$ cat src/logic/dbs_consts.vh
// constants for the two-port double-data-rate burst sram model
// assumes inclusion by bare name from the design files
`ifndef DBS_CONSTS_VH
`define DBS_CONSTS_VH
// ************************************************************
// widths
// ************************************************************
`define DBS_DW        18      // data word width (8, 9, 18 or 36)
`define DBS_AW        6       // burst address width (model depth)
`define DBS_DEPTH     64      // burst locations held
// ************************************************************
// latency selection
// ************************************************************
`define DBS_LAT_FULL  2'd3    // half-cycle phases, bypass high (1.5)
`define DBS_LAT_SHORT 2'd2    // half-cycle phases, bypass low (1)
`endif

$ cat src/logic/dbs_sram.v
// two-port burst sram: one read port, one write port, shared address
// assumes the controller drives the input clock pair slow enough to be
// sampled by clk_i (at least four clk_i cycles per half link period)
`timescale 1ns/1ns
`default_nettype none
`include "dbs_consts.vh"
module dbs_sram (
   input  wire                clk_i,        // system clock, 50 MHz
   input  wire                rst_b_i,      // synchronous reset, low
   input  wire                kclk_i,       // input clock
   input  wire                kclk_n_i,     // complementary input clock
   input  wire                cclk_i,       // output clock
   input  wire                cclk_n_i,     // complementary output clock
   input  wire                single_clk_i, // high: k pair clocks output
   input  wire                pll_bypass_i, // high: 1.5 cycle latency
   input  wire [`DBS_AW-1:0]  addr_i,       // shared address bus
   input  wire                rd_sel_b_i,   // read port select, low
   input  wire                wr_sel_b_i,   // write port select, low
   input  wire [`DBS_DW-1:0]  wdata_i,      // write data, ddr
   output reg  [`DBS_DW-1:0]  rdata_o,      // read data, ddr
   output reg                 echo_strobe_pair_o,   // echo clock
   output reg                 echo_strobe_pair_n_o  // echo complement
);
   // ************************************************************
   // link edge detection
   // ************************************************************
   wire k_rise;            // rising edge of input clock
   wire kn_rise;           // rising edge of complement
   wire c_rise;            // rising edge of output clock
   wire cn_rise;           // rising edge of complement
   dbs_edge_sync u_k  (.clk_i(clk_i), .rst_b_i(rst_b_i),
                       .async_i(kclk_i),   .rise_o(k_rise));
   dbs_edge_sync u_kn (.clk_i(clk_i), .rst_b_i(rst_b_i),
                       .async_i(kclk_n_i), .rise_o(kn_rise));
   dbs_edge_sync u_c  (.clk_i(clk_i), .rst_b_i(rst_b_i),
                       .async_i(cclk_i),   .rise_o(c_rise));
   dbs_edge_sync u_cn (.clk_i(clk_i), .rst_b_i(rst_b_i),
                       .async_i(cclk_n_i), .rise_o(cn_rise));

   // ************************************************************
   // input pin synchronisers (two flops each)
   // ************************************************************
   reg [`DBS_AW-1:0] addr_m_q, addr_s_q;   // address sync
   reg               rsel_m_q, rsel_s_q;   // read select sync
   reg               wsel_m_q, wsel_s_q;   // write select sync
   reg [`DBS_DW-1:0] wd_m_q,   wd_s_q;     // write data sync
   reg               byp_m_q,  byp_s_q;    // bypass sync
   reg               sgl_m_q,  sgl_s_q;    // single clock sync
   // delay matching: pin data aligned with the edge pulses
   reg [`DBS_AW-1:0] addr_a_q;             // address, one more
   reg               rsel_a_q, wsel_a_q;   // selects, one more
   reg [`DBS_DW-1:0] wd_a_q;               // data, one more

   // sample pins, aligned to the edge detector pipeline
   always @(posedge clk_i) begin
      if (!rst_b_i) begin
         addr_m_q <= {`DBS_AW{1'b0}};
         addr_s_q <= {`DBS_AW{1'b0}};
         addr_a_q <= {`DBS_AW{1'b0}};
         rsel_m_q <= 1'b1;
         rsel_s_q <= 1'b1;
         rsel_a_q <= 1'b1;
         wsel_m_q <= 1'b1;
         wsel_s_q <= 1'b1;
         wsel_a_q <= 1'b1;
         wd_m_q   <= {`DBS_DW{1'b0}};
         wd_s_q   <= {`DBS_DW{1'b0}};
         wd_a_q   <= {`DBS_DW{1'b0}};
         byp_m_q  <= 1'b1;
         byp_s_q  <= 1'b1;
         sgl_m_q  <= 1'b0;
         sgl_s_q  <= 1'b0;
      end else begin
         addr_m_q <= addr_i;
         addr_s_q <= addr_m_q;
         addr_a_q <= addr_s_q;
         rsel_m_q <= rd_sel_b_i;
         rsel_s_q <= rsel_m_q;
         rsel_a_q <= rsel_s_q;
         wsel_m_q <= wr_sel_b_i;
         wsel_s_q <= wsel_m_q;
         wsel_a_q <= wsel_s_q;
         wd_m_q   <= wdata_i;
         wd_s_q   <= wd_m_q;
         wd_a_q   <= wd_s_q;
         byp_m_q  <= pll_bypass_i;
         byp_s_q  <= byp_m_q;
         sgl_m_q  <= single_clk_i;
         sgl_s_q  <= sgl_m_q;
      end
   end

   // ************************************************************
   // memory array: two words per location
   // ************************************************************
   reg [`DBS_DW-1:0] mem_lo [0:`DBS_DEPTH-1]; // first burst word
   reg [`DBS_DW-1:0] mem_hi [0:`DBS_DEPTH-1]; // second burst word

   // ************************************************************
   // input capture state
   // ************************************************************
   reg               wr_pend_q;  // write address taken, awaiting data
   reg [`DBS_AW-1:0] wr_addr_q;  // captured write address
   reg [`DBS_DW-1:0] wr_lo_q;    // first write word
   reg               commit_q;   // self-timed commit strobe
   reg [`DBS_AW-1:0] cm_addr_q;  // commit address
   reg [`DBS_DW-1:0] cm_lo_q;    // commit first word
   reg [`DBS_DW-1:0] cm_hi_q;    // commit second word
   reg               rd_go_q;    // read captured, start out
   reg [`DBS_AW-1:0] rd_addr_q;  // captured read address

   // forwarding: newest data for an address, incl. pending commit
   function [2*`DBS_DW-1:0] dbs_fetch;
      input [`DBS_AW-1:0] a;
      begin
         if (commit_q && cm_addr_q == a)
            dbs_fetch = {cm_hi_q, cm_lo_q};
         else
            dbs_fetch = {mem_hi[a], mem_lo[a]};
      end
   endfunction

   // k edge: read address and write first word; k# edge: write
   // address and second word (alternate edges, one bus)
   always @(posedge clk_i) begin
      if (!rst_b_i) begin
         wr_pend_q <= 1'b0;
         wr_addr_q <= {`DBS_AW{1'b0}};
         wr_lo_q   <= {`DBS_DW{1'b0}};
         commit_q  <= 1'b0;
         cm_addr_q <= {`DBS_AW{1'b0}};
         cm_lo_q   <= {`DBS_DW{1'b0}};
         cm_hi_q   <= {`DBS_DW{1'b0}};
         rd_go_q   <= 1'b0;
         rd_addr_q <= {`DBS_AW{1'b0}};
      end else begin
         commit_q <= 1'b0;
         rd_go_q  <= 1'b0;
         if (k_rise) begin
            // read port captured on k, own select
            if (!rsel_a_q) begin
               rd_go_q   <= 1'b1;
               rd_addr_q <= addr_a_q;
            end
            // write captured on previous k#: first data word on k
            wr_lo_q <= wd_a_q;
         end
         if (kn_rise) begin
            if (!wsel_a_q) begin
               wr_pend_q <= 1'b1;
               wr_addr_q <= addr_a_q;
            end else begin
               wr_pend_q <= 1'b0;
            end
            // second word of a pending write completes burst
            if (wr_pend_q) begin
               commit_q  <= 1'b1;
               cm_addr_q <= wr_addr_q;
               cm_lo_q   <= wr_lo_q;
               cm_hi_q   <= wd_a_q;
            end
         end
      end
   end

   // self-timed array write, no external pulse
   always @(posedge clk_i) begin
      if (commit_q) begin
         mem_lo[cm_addr_q] <= cm_lo_q;
         mem_hi[cm_addr_q] <= cm_hi_q;
      end
   end

   // ************************************************************
   // read output pipeline
   // ************************************************************
   reg [2:0]         pv_q;        // word0 due, slot = phases left - 1
   reg [`DBS_AW-1:0] pa_q [0:2];  // read address per slot
   reg               hi_q;        // second word due on next phase
   reg [`DBS_DW-1:0] rbuf_q;      // second word held for its phase
   wire o_rise  = sgl_s_q ? k_rise  : c_rise;
   wire on_rise = sgl_s_q ? kn_rise : cn_rise;
   wire any_ph  = o_rise | on_rise;
   // latency in phases, less one already spent if a phase shifts now
   wire [1:0] lat_w  = byp_s_q ? `DBS_LAT_FULL
                               : `DBS_LAT_SHORT;
   wire [1:0] slot_w = lat_w - 2'd1 - {1'b0, any_ph};

   // phase delay line: a new read may start while the last one is
   // still bursting; the array is read as word0 leaves, so every
   // write committed before that phase is seen
   always @(posedge clk_i) begin
      if (!rst_b_i) begin
         pv_q    <= 3'b000;
         hi_q    <= 1'b0;
         rbuf_q  <= {`DBS_DW{1'b0}};
         rdata_o <= {`DBS_DW{1'b0}};
      end else begin
         if (any_ph) begin
            pv_q    <= {1'b0, pv_q[2:1]};
            pa_q[0] <= pa_q[1];
            pa_q[1] <= pa_q[2];
            hi_q    <= pv_q[0];
            if (pv_q[0]) begin
               {rbuf_q, rdata_o} <= dbs_fetch(pa_q[0]);
            end else if (hi_q) begin
               rdata_o <= rbuf_q;
            end
         end
         // queue the captured read, independent of the write port
         if (rd_go_q) begin
            pv_q[slot_w] <= 1'b1;
            pa_q[slot_w] <= rd_addr_q;
         end
      end
   end

   // ************************************************************
   // echo clocks follow the output clock pair
   // ************************************************************
   always @(posedge clk_i) begin
      if (!rst_b_i) begin
         echo_strobe_pair_o   <= 1'b0;
         echo_strobe_pair_n_o <= 1'b1;
      end else if (o_rise) begin
         echo_strobe_pair_o   <= 1'b1;
         echo_strobe_pair_n_o <= 1'b0;
      end else if (on_rise) begin
         echo_strobe_pair_o   <= 1'b0;
         echo_strobe_pair_n_o <= 1'b1;
      end
   end
endmodule
`default_nettype wire

$ cat src/logic/dbs_edge_sync.v
// two-flop synchroniser with rising-edge pulse for one link clock
// assumes the input is asynchronous to clk_i
`timescale 1ns/1ns
`default_nettype none
module dbs_edge_sync (
   input  wire clk_i,     // system clock
   input  wire rst_b_i,   // synchronous reset, active low
   input  wire async_i,   // pin from outside the domain
   output reg  rise_o     // one-cycle pulse on a rising edge
);
   reg meta_q;            // first stage, read only by sync_q
   reg sync_q;            // second stage
   reg last_q;            // previous synced value

   // ************************************************************
   // sync chain and edge detect
   // ************************************************************
   // all stages reset high: no false edge whatever the pin idles at
   always @(posedge clk_i) begin
      if (!rst_b_i) begin
         meta_q <= 1'b1;
         sync_q <= 1'b1;
         last_q <= 1'b1;
         rise_o <= 1'b0;
      end else begin
         meta_q <= async_i;
         sync_q <= meta_q;
         last_q <= sync_q;
         rise_o <= sync_q & ~last_q;
      end
   end
endmodule
`default_nettype wire

$ cat config.mk
export PLATFORM = sky130hd
export DESIGN_NAME = dbs_sram
export DESIGN_NICKNAME = d
export VERILOG_FILES = /design/src/logic/dbs_sram.v /design/src/logic/dbs_edge_sync.v
export VERILOG_INCLUDE_DIRS = /design/src /design/src/logic
export SDC_FILE = /design/constraint.sdc
export NUM_CORES = 2
export LEC_CHECK = 0
export ABC_AREA = 1
export BUFFER_PORTS_ARGS = -buffer_cell sky130_fd_sc_hd__buf_2
export CAP_MARGIN = 25
export CORE_MARGIN = 2
export CORE_UTILIZATION = 53
export CTS_CLUSTER_DIAMETER = 200
export DETAILED_ROUTE_END_ITERATION = 8
export PLACE_DENSITY_LB_ADDON = 0.15
export SYNTH_ARGS = -nofsm -noshare
export SYNTH_HDL_FRONTEND = slang
export SYNTH_SLANG_ARGS = --single-unit
$ cat constraint.sdc
create_clock -name clk_i -period 4.76 [get_ports clk_i]
set_input_delay 0.476 -clock clk_i [delete_from_list [all_inputs] [get_ports clk_i]]
set_output_delay 0.476 -clock clk_i [all_outputs]
set_load 0.01 [all_outputs]
---- Word-level counts from Yosys, hierarchy flattened ----
Memories as Yosys holds them, arrays and structs flattened. A register that Yosys moved wholly into a read port is not among the register bits.
Index checks and enable logic that the tools add are counted.
word-level totals
  word-level logic and storage cells ...... 104
  output and inout port bits .............. 20
  RAM bits ................................ 2322
  memories ................................ 3
  input port bits ......................... 34
  flip-flop bits (word level) ............. 197
cells by class
  bitwise operators ....................... 12
  add/subtract/negate cells ............... 2
  muxes and demuxes ....................... 26
  reduce and logical (&&, ||, !) cells .... 12
  $lt $le $gt $ge ......................... 2
  eq/ne operators ......................... 1
memories
  memory  depth  width  read ports  clocked after Yosys merged registers in  wr ports  RTL line        source
  mem_hi  64     18     1           1                                        1         dbs_sram.v:97   reg [`DBS_DW-1:0] mem_hi [0:`DBS_DEPTH-1];
  mem_lo  64     18     1           0                                        1         dbs_sram.v:96   reg [`DBS_DW-1:0] mem_lo [0:`DBS_DEPTH-1];
  pa_q    3      6      3           0                                        3         dbs_sram.v:178  reg [`DBS_AW-1:0] pa_q [0:2];
operators by type and width
  operator             count
  $mux 18              2
  $mux 36              1
  $mux 1               19
  $reduce_and 2->1     7
  $mux 3               3
  $eq 6x6->1           1
  $not 1->1            6
  $and 1x1->1          4
  $reduce_bool 2->1    2
  $lt 2x3->1 const B   1
  $or 3x3->3           1
  $demux 1 s2          1
  $ge 2x1->1 const B   1
  $logic_and 1x1->1    2
  $sub 2x1->2          1
  $sub 2x1->2 const B  1
  $logic_not 1->1      1
  $or 1x1->1           1

---- Depth between registers and ports, before layout ----
  depth in word-level cells ............... 9
  gate-level depth with buffers ........... 15
  mapped depth without buffers ............ 11

---- Hierarchy ----
From an unflattened synthesis, not the netlist that was laid out.
second synthesis, totals
  cell total of the unflattened synthesis .. 8534
  area, all modules ....................... 100059.7 um^2
by module, submodules not included
  module         instances  cells an instance  area each (um^2)  seq. area each (um^2)
  dbs_sram       1          8490               99614.3           73710.7
  dbs_edge_sync  4          11                 111.4             80.1

---- Worst setup path before layout ----
No wires, ideal clock.
  path type ............................... reg2reg
  start point ............................. register cm_addr_q[0]
  end point ............................... memory mem_hi[1][0] in the netlist's numbering (enable)
  required time ........................... 4.240 ns
  arrival ................................. 4.400 ns
  slack ................................... -0.160 ns
  stages on the path, launching flop included .. 4
  path buffers ............................ 1
  setup time .............................. 0.520 ns
  clock period less this slack ............ 4.920 ns
  cells stage by stage .................... dfxtp_1 > clkbuf_1 > clkinv_1 > nor4_1
RTL lines
  element                 RTL line        source
  start, declared         dbs_sram.v:106  reg [`DBS_AW-1:0] cm_addr_q;
  start signal, assigned  dbs_sram.v:131  cm_addr_q <= {`DBS_AW{1'b0}};
  start signal, assigned  dbs_sram.v:158  cm_addr_q <= wr_addr_q;
  end, declared           dbs_sram.v:97
No word-level cell before the write port.

---- Worst setup path in the final report ----
  start point ............................. register u_k.rise_o
  end point ............................... register rdata_o[10]
between the ends
  cells in the longest elaborated chain, start to end .. 3
RTL lines
  element                     RTL line            source
  start, declared             dbs_edge_sync.v:9   output reg rise_o
  start signal, assigned      dbs_edge_sync.v:29  rise_o <= sync_q & ~last_q;
  $mux 1                      dbs_sram.v:181      wire o_rise = sgl_s_q ? k_rise : c_rise;
  $or 1x1->1                  dbs_sram.v:183      wire any_ph = o_rise | on_rise;
  $reduce_and 2->1 (no line)  n/a
  end signal, assigned        dbs_sram.v:197      rdata_o <= {`DBS_DW{1'b0}};
  end signal, assigned        dbs_sram.v:205      {rbuf_q, rdata_o} <= dbs_fetch(pa_q[0]);
  end signal, assigned        dbs_sram.v:207      rdata_o <= rbuf_q;
  end, declared               dbs_sram.v:20       output reg [`DBS_DW-1:0] rdata_o,
No other way between the ends.
A chain may end at the register's enable or synchronous reset.

==> flow_metrics.env <==
export IMPL_syn_area_per_cell_sq_um=11.78
export IMPL_hpwl_mm=148.4
export IMPL_yosys_warnings=0
export IMPL_viasPerCell=5.977
export IMPL_cts_sinks=2537
export IMPL_grt_pass1_vias=64670
export IMPL_die_area_sq_um=193000
export IMPL_placementRows=159
export IMPL_drt_initial_drc_count=8981
export IMPL_fin_crit_sh_pct=87.22
export IMPL_setup_viol=0
export IMPL_cts_clk_slew_worst_paths_ns=0.06
export IMPL_switchingPower_mw=9.088
export IMPL_yosys_most_used_dff="edfxtp_1"
export IMPL_drt_total_wl_mm=285.8
export IMPL_htree_levels=5
export IMPL_dp_cells=10740
export IMPL_syn_num_nets=8562
export IMPL_drive_gt1_share_pct=8.618
export IMPL_fp_dieW_microns=439.3
export IMPL_cts_buffers=277
export IMPL_leakagePower_nw=42.70
export IMPL_synth_edf_count=2322
export IMPL_crit_type="reg -> reg"
export IMPL_die_y_microns=439.3
export IMPL_yosysSeqAreaShare_pct=73.71
export IMPL_first_pass_iters=6
export IMPL_synthCells=8526
export IMPL_tns_ns=0
export IMPL_yosys_top_cells_area="edfxtp_1 69%, nand3_1 11%, nand2_1 9.8%"
export IMPL_ys_async_sr_fraction_pct=0
export IMPL_critPathLaunchType="register"
export IMPL_pwr_share_seq_pct=53.4
export IMPL_arrival_ns=4.95
export IMPL_final_seq_area_sq_um=74080
export IMPL_max_freq_mhz=240.9
export IMPL_grt_max_degree=192
export IMPL_required_ns=5.56
export IMPL_syn_to_final_growth_pct=11.95
export IMPL_rsz0062_at_grt="false"
export IMPL_place_gp_congestion=0.8480
export IMPL_grt_pass1_wl_mm=422.8
export IMPL_placed_area_sq_um=103800
export IMPL_yosysUniqueCellTypes=32
export IMPL_ir_drop_mv=0.3272
export IMPL_hold_path_class="in -> reg"
export IMPL_synth_most_common_cell="nand2_1"
export IMPL_final_nets=8589
export IMPL_nFillCells=14780
export IMPL_ios=54
export IMPL_comb_power_share_pct=2.1
export IMPL_finalCriticalPeriod_ns=4.152
export IMPL_grt_usage_pct=29.46
export IMPL_slew_headroom_pct=19.51
export IMPL_maxCapViolations=0
export IMPL_cts_tree="yes"
export IMPL_swShare_pct=20.19
export IMPL_start_util_pct=53.42
export IMPL_powerDensity_nw_per_um2=400.4
export IMPL_drv_slew=0
export IMPL_clock_root_buffer="clkbuf_16"
export IMPL_synth_area_leader_cell="edfxtp_1"
export IMPL_instances_no_fill=11250
export IMPL_clockBufferDepth=4
export IMPL_synth_area_sq_um=100400
export IMPL_clkPwrFrac_pct=44.6
export IMPL_antenna_found_initial=10
export IMPL_internal_power_mw=35.93
export IMPL_worst_setup_path_end_kind="register"
export IMPL_setup_slack_ns=0.6081
export IMPL_tightestPinTransition_ns=1.207
export IMPL_via_count=67230
export IMPL_skew_ns=0.04532
export IMPL_yosys_area_top_type_share_pct=69.42
export IMPL_grt_overflow=0
export IMPL_path_max_fanout=35
export IMPL_pre_cts_ws_ns=0.7762
export IMPL_routedWlPerCell_microns=25.41
export IMPL_total_power_mw=45.02
export IMPL_clk_latency_ns=0.92
export IMPL_yosys_register_bits=2537
export IMPL_portBuffers=53
export IMPL_synth_top_cells_by_count="2,632 x nand2_1, 2,322 x edfxtp_1, 2,205 x nand3_1, 215 x dfxtp_1, 208 x clkbuf_1"
export IMPL_core_sq_um=188000
export IMPL_status="complete, no violations"
export IMPL_hold_viol=0
export IMPL_multi_input_area_sq_um=23440
export IMPL_fin_area_sq_um=112400
export IMPL_antenna_left=0
export IMPL_drc=0
placed cells by master, fill, tap and decap left out, types with 2 or more instances in the layout:
| cell type | count |
|---|---|
| buf_4 | 172 |
| clkbuf_16 | 290 |
| nand4_1 | 9 |
| nor2_4 | 57 |
| inv_8 | 2 |
| dlygate4sd3_1 | 33 |
| diode_2 | 3 |
| buf_12 | 46 |
| clkinv_2 | 33 |
| nor3_1 | 5 |
| clkbuf_1 | 81 |
| ha_1 | 2 |
| bufinv_16 | 7 |
| edfxtp_1 | 2322 |
| a21oi_1 | 50 |
| clkinvlp_4 | 2 |
| clkinv_1 | 50 |
| nor4_2 | 8 |
| nand2_1 | 2632 |
| dfxtp_2 | 36 |
| or2_2 | 16 |
| nor2_1 | 131 |
| dfxtp_1 | 179 |
| clkbuf_8 | 13 |
| inv_1 | 146 |
| nand3_1 | 2205 |
| buf_2 | 52 |
| inv_6 | 3 |
| o21ai_0 | 146 |
| inv_2 | 7 |
layer usage:
| metal | track usage, % | share of wire [%] | up-vias |
|---|---|---|---|
| met5 | 0 | 0.0091 | - |
| met4 | 9.777 | 3.3 | 4 |
| met3 | 5.060 | 9.7 | 544 |
| met2 | 46.32 | 46 | 3492 |
| met1 | 41.95 | 41 | 33140 |
| li1 | - | - | 30050 |
power by group through the flow:
stage	registers (mW)	clock network [mW]	logic, mW
6_report	24.0	20.1	0.926
5_1_grt	24.0	21.1	1.00
4_1_cts	24.0	20.3	0.913
3_5_place_dp	24.5	0	0.890
3_3_place_gp	24.5	0	0.882
2_1_floorplan	24.5	0	0.589
sequential cells by signal, summed over array words and instances, names as in the netlist, 18 cells and up:
register,cells
cm_hi_q,18
cm_lo_q,18
mem_hi,1152
mem_lo,1152
pa_q,18
rbuf_q,18
rdata_o,18
wd_a_q,18
wd_m_q,18
wd_s_q,18
wr_lo_q,18
per-stage QoR:
stage	util (%)	hold WS, ns
after floorplan	-	0.3743
after global placement	55.18	0.3803
after detailed placement	55.19	0.3880
after CTS	59.80	0.2288
after global routing	59.80	0.2721
final	59.81	0.2793
critical path: stages (launching register included):
cell and delay, ns:
dfxtp_1 0.77, inv_2 0.36, nand2_1 0.16, o21ai_2 0.08, nand3_2 0.20, inv_2 0.20, nor2_4 0.55, inv_2 0.45
nand2_2 0.81, nand2_1 0.11, inv_1 0.20, a21oi_1 0.09
area by class of cell:
cell class / instances / area share (%)
Antenna cell: 3 / 0.006677
Clock buffer: 384 / 6.884
Clock inverter: 91 / 0.5297
Inverter: 161 / 0.5709
Multi-Input combinational cell: 5272 / 20.85
Sequential cell: 2537 / 65.88
Tap cell: 2495 / 2.776
Timing Repair Buffer: 304 / 2.503
repair_timing:
action / 4_1_cts / 5_1_grt
hold endpoints to repair: 33 / 0
gates resized for setup: 0 / 0
endpoints found under the setup margin: 0 / 0
buffers inserted: 0 / 0
hold buffers: 33 / 0
worst paths after layout:
check	startpoint	depth (start not counted)	to	slack, ns
min reg2reg	u_cn.last_q	1	u_cn.rise_o	0.39
max	u_k.rise_o	11	rdata_o[10]	0.61
min	wr_sel_b_i	3	wsel_m_q	0.28
max reg2reg	u_k.rise_o	11	rdata_o[10]	0.61
cell families after synthesis:
group	Yosys count	share of synthesized area [%]
buf+inv	717	3.422
simple gates	5069	21.83
fa+ha+maj	2	0.02491
compound gates	201	1.018
flops	2537	73.71
No activity file was read; power rests on OpenSTA's default activity.
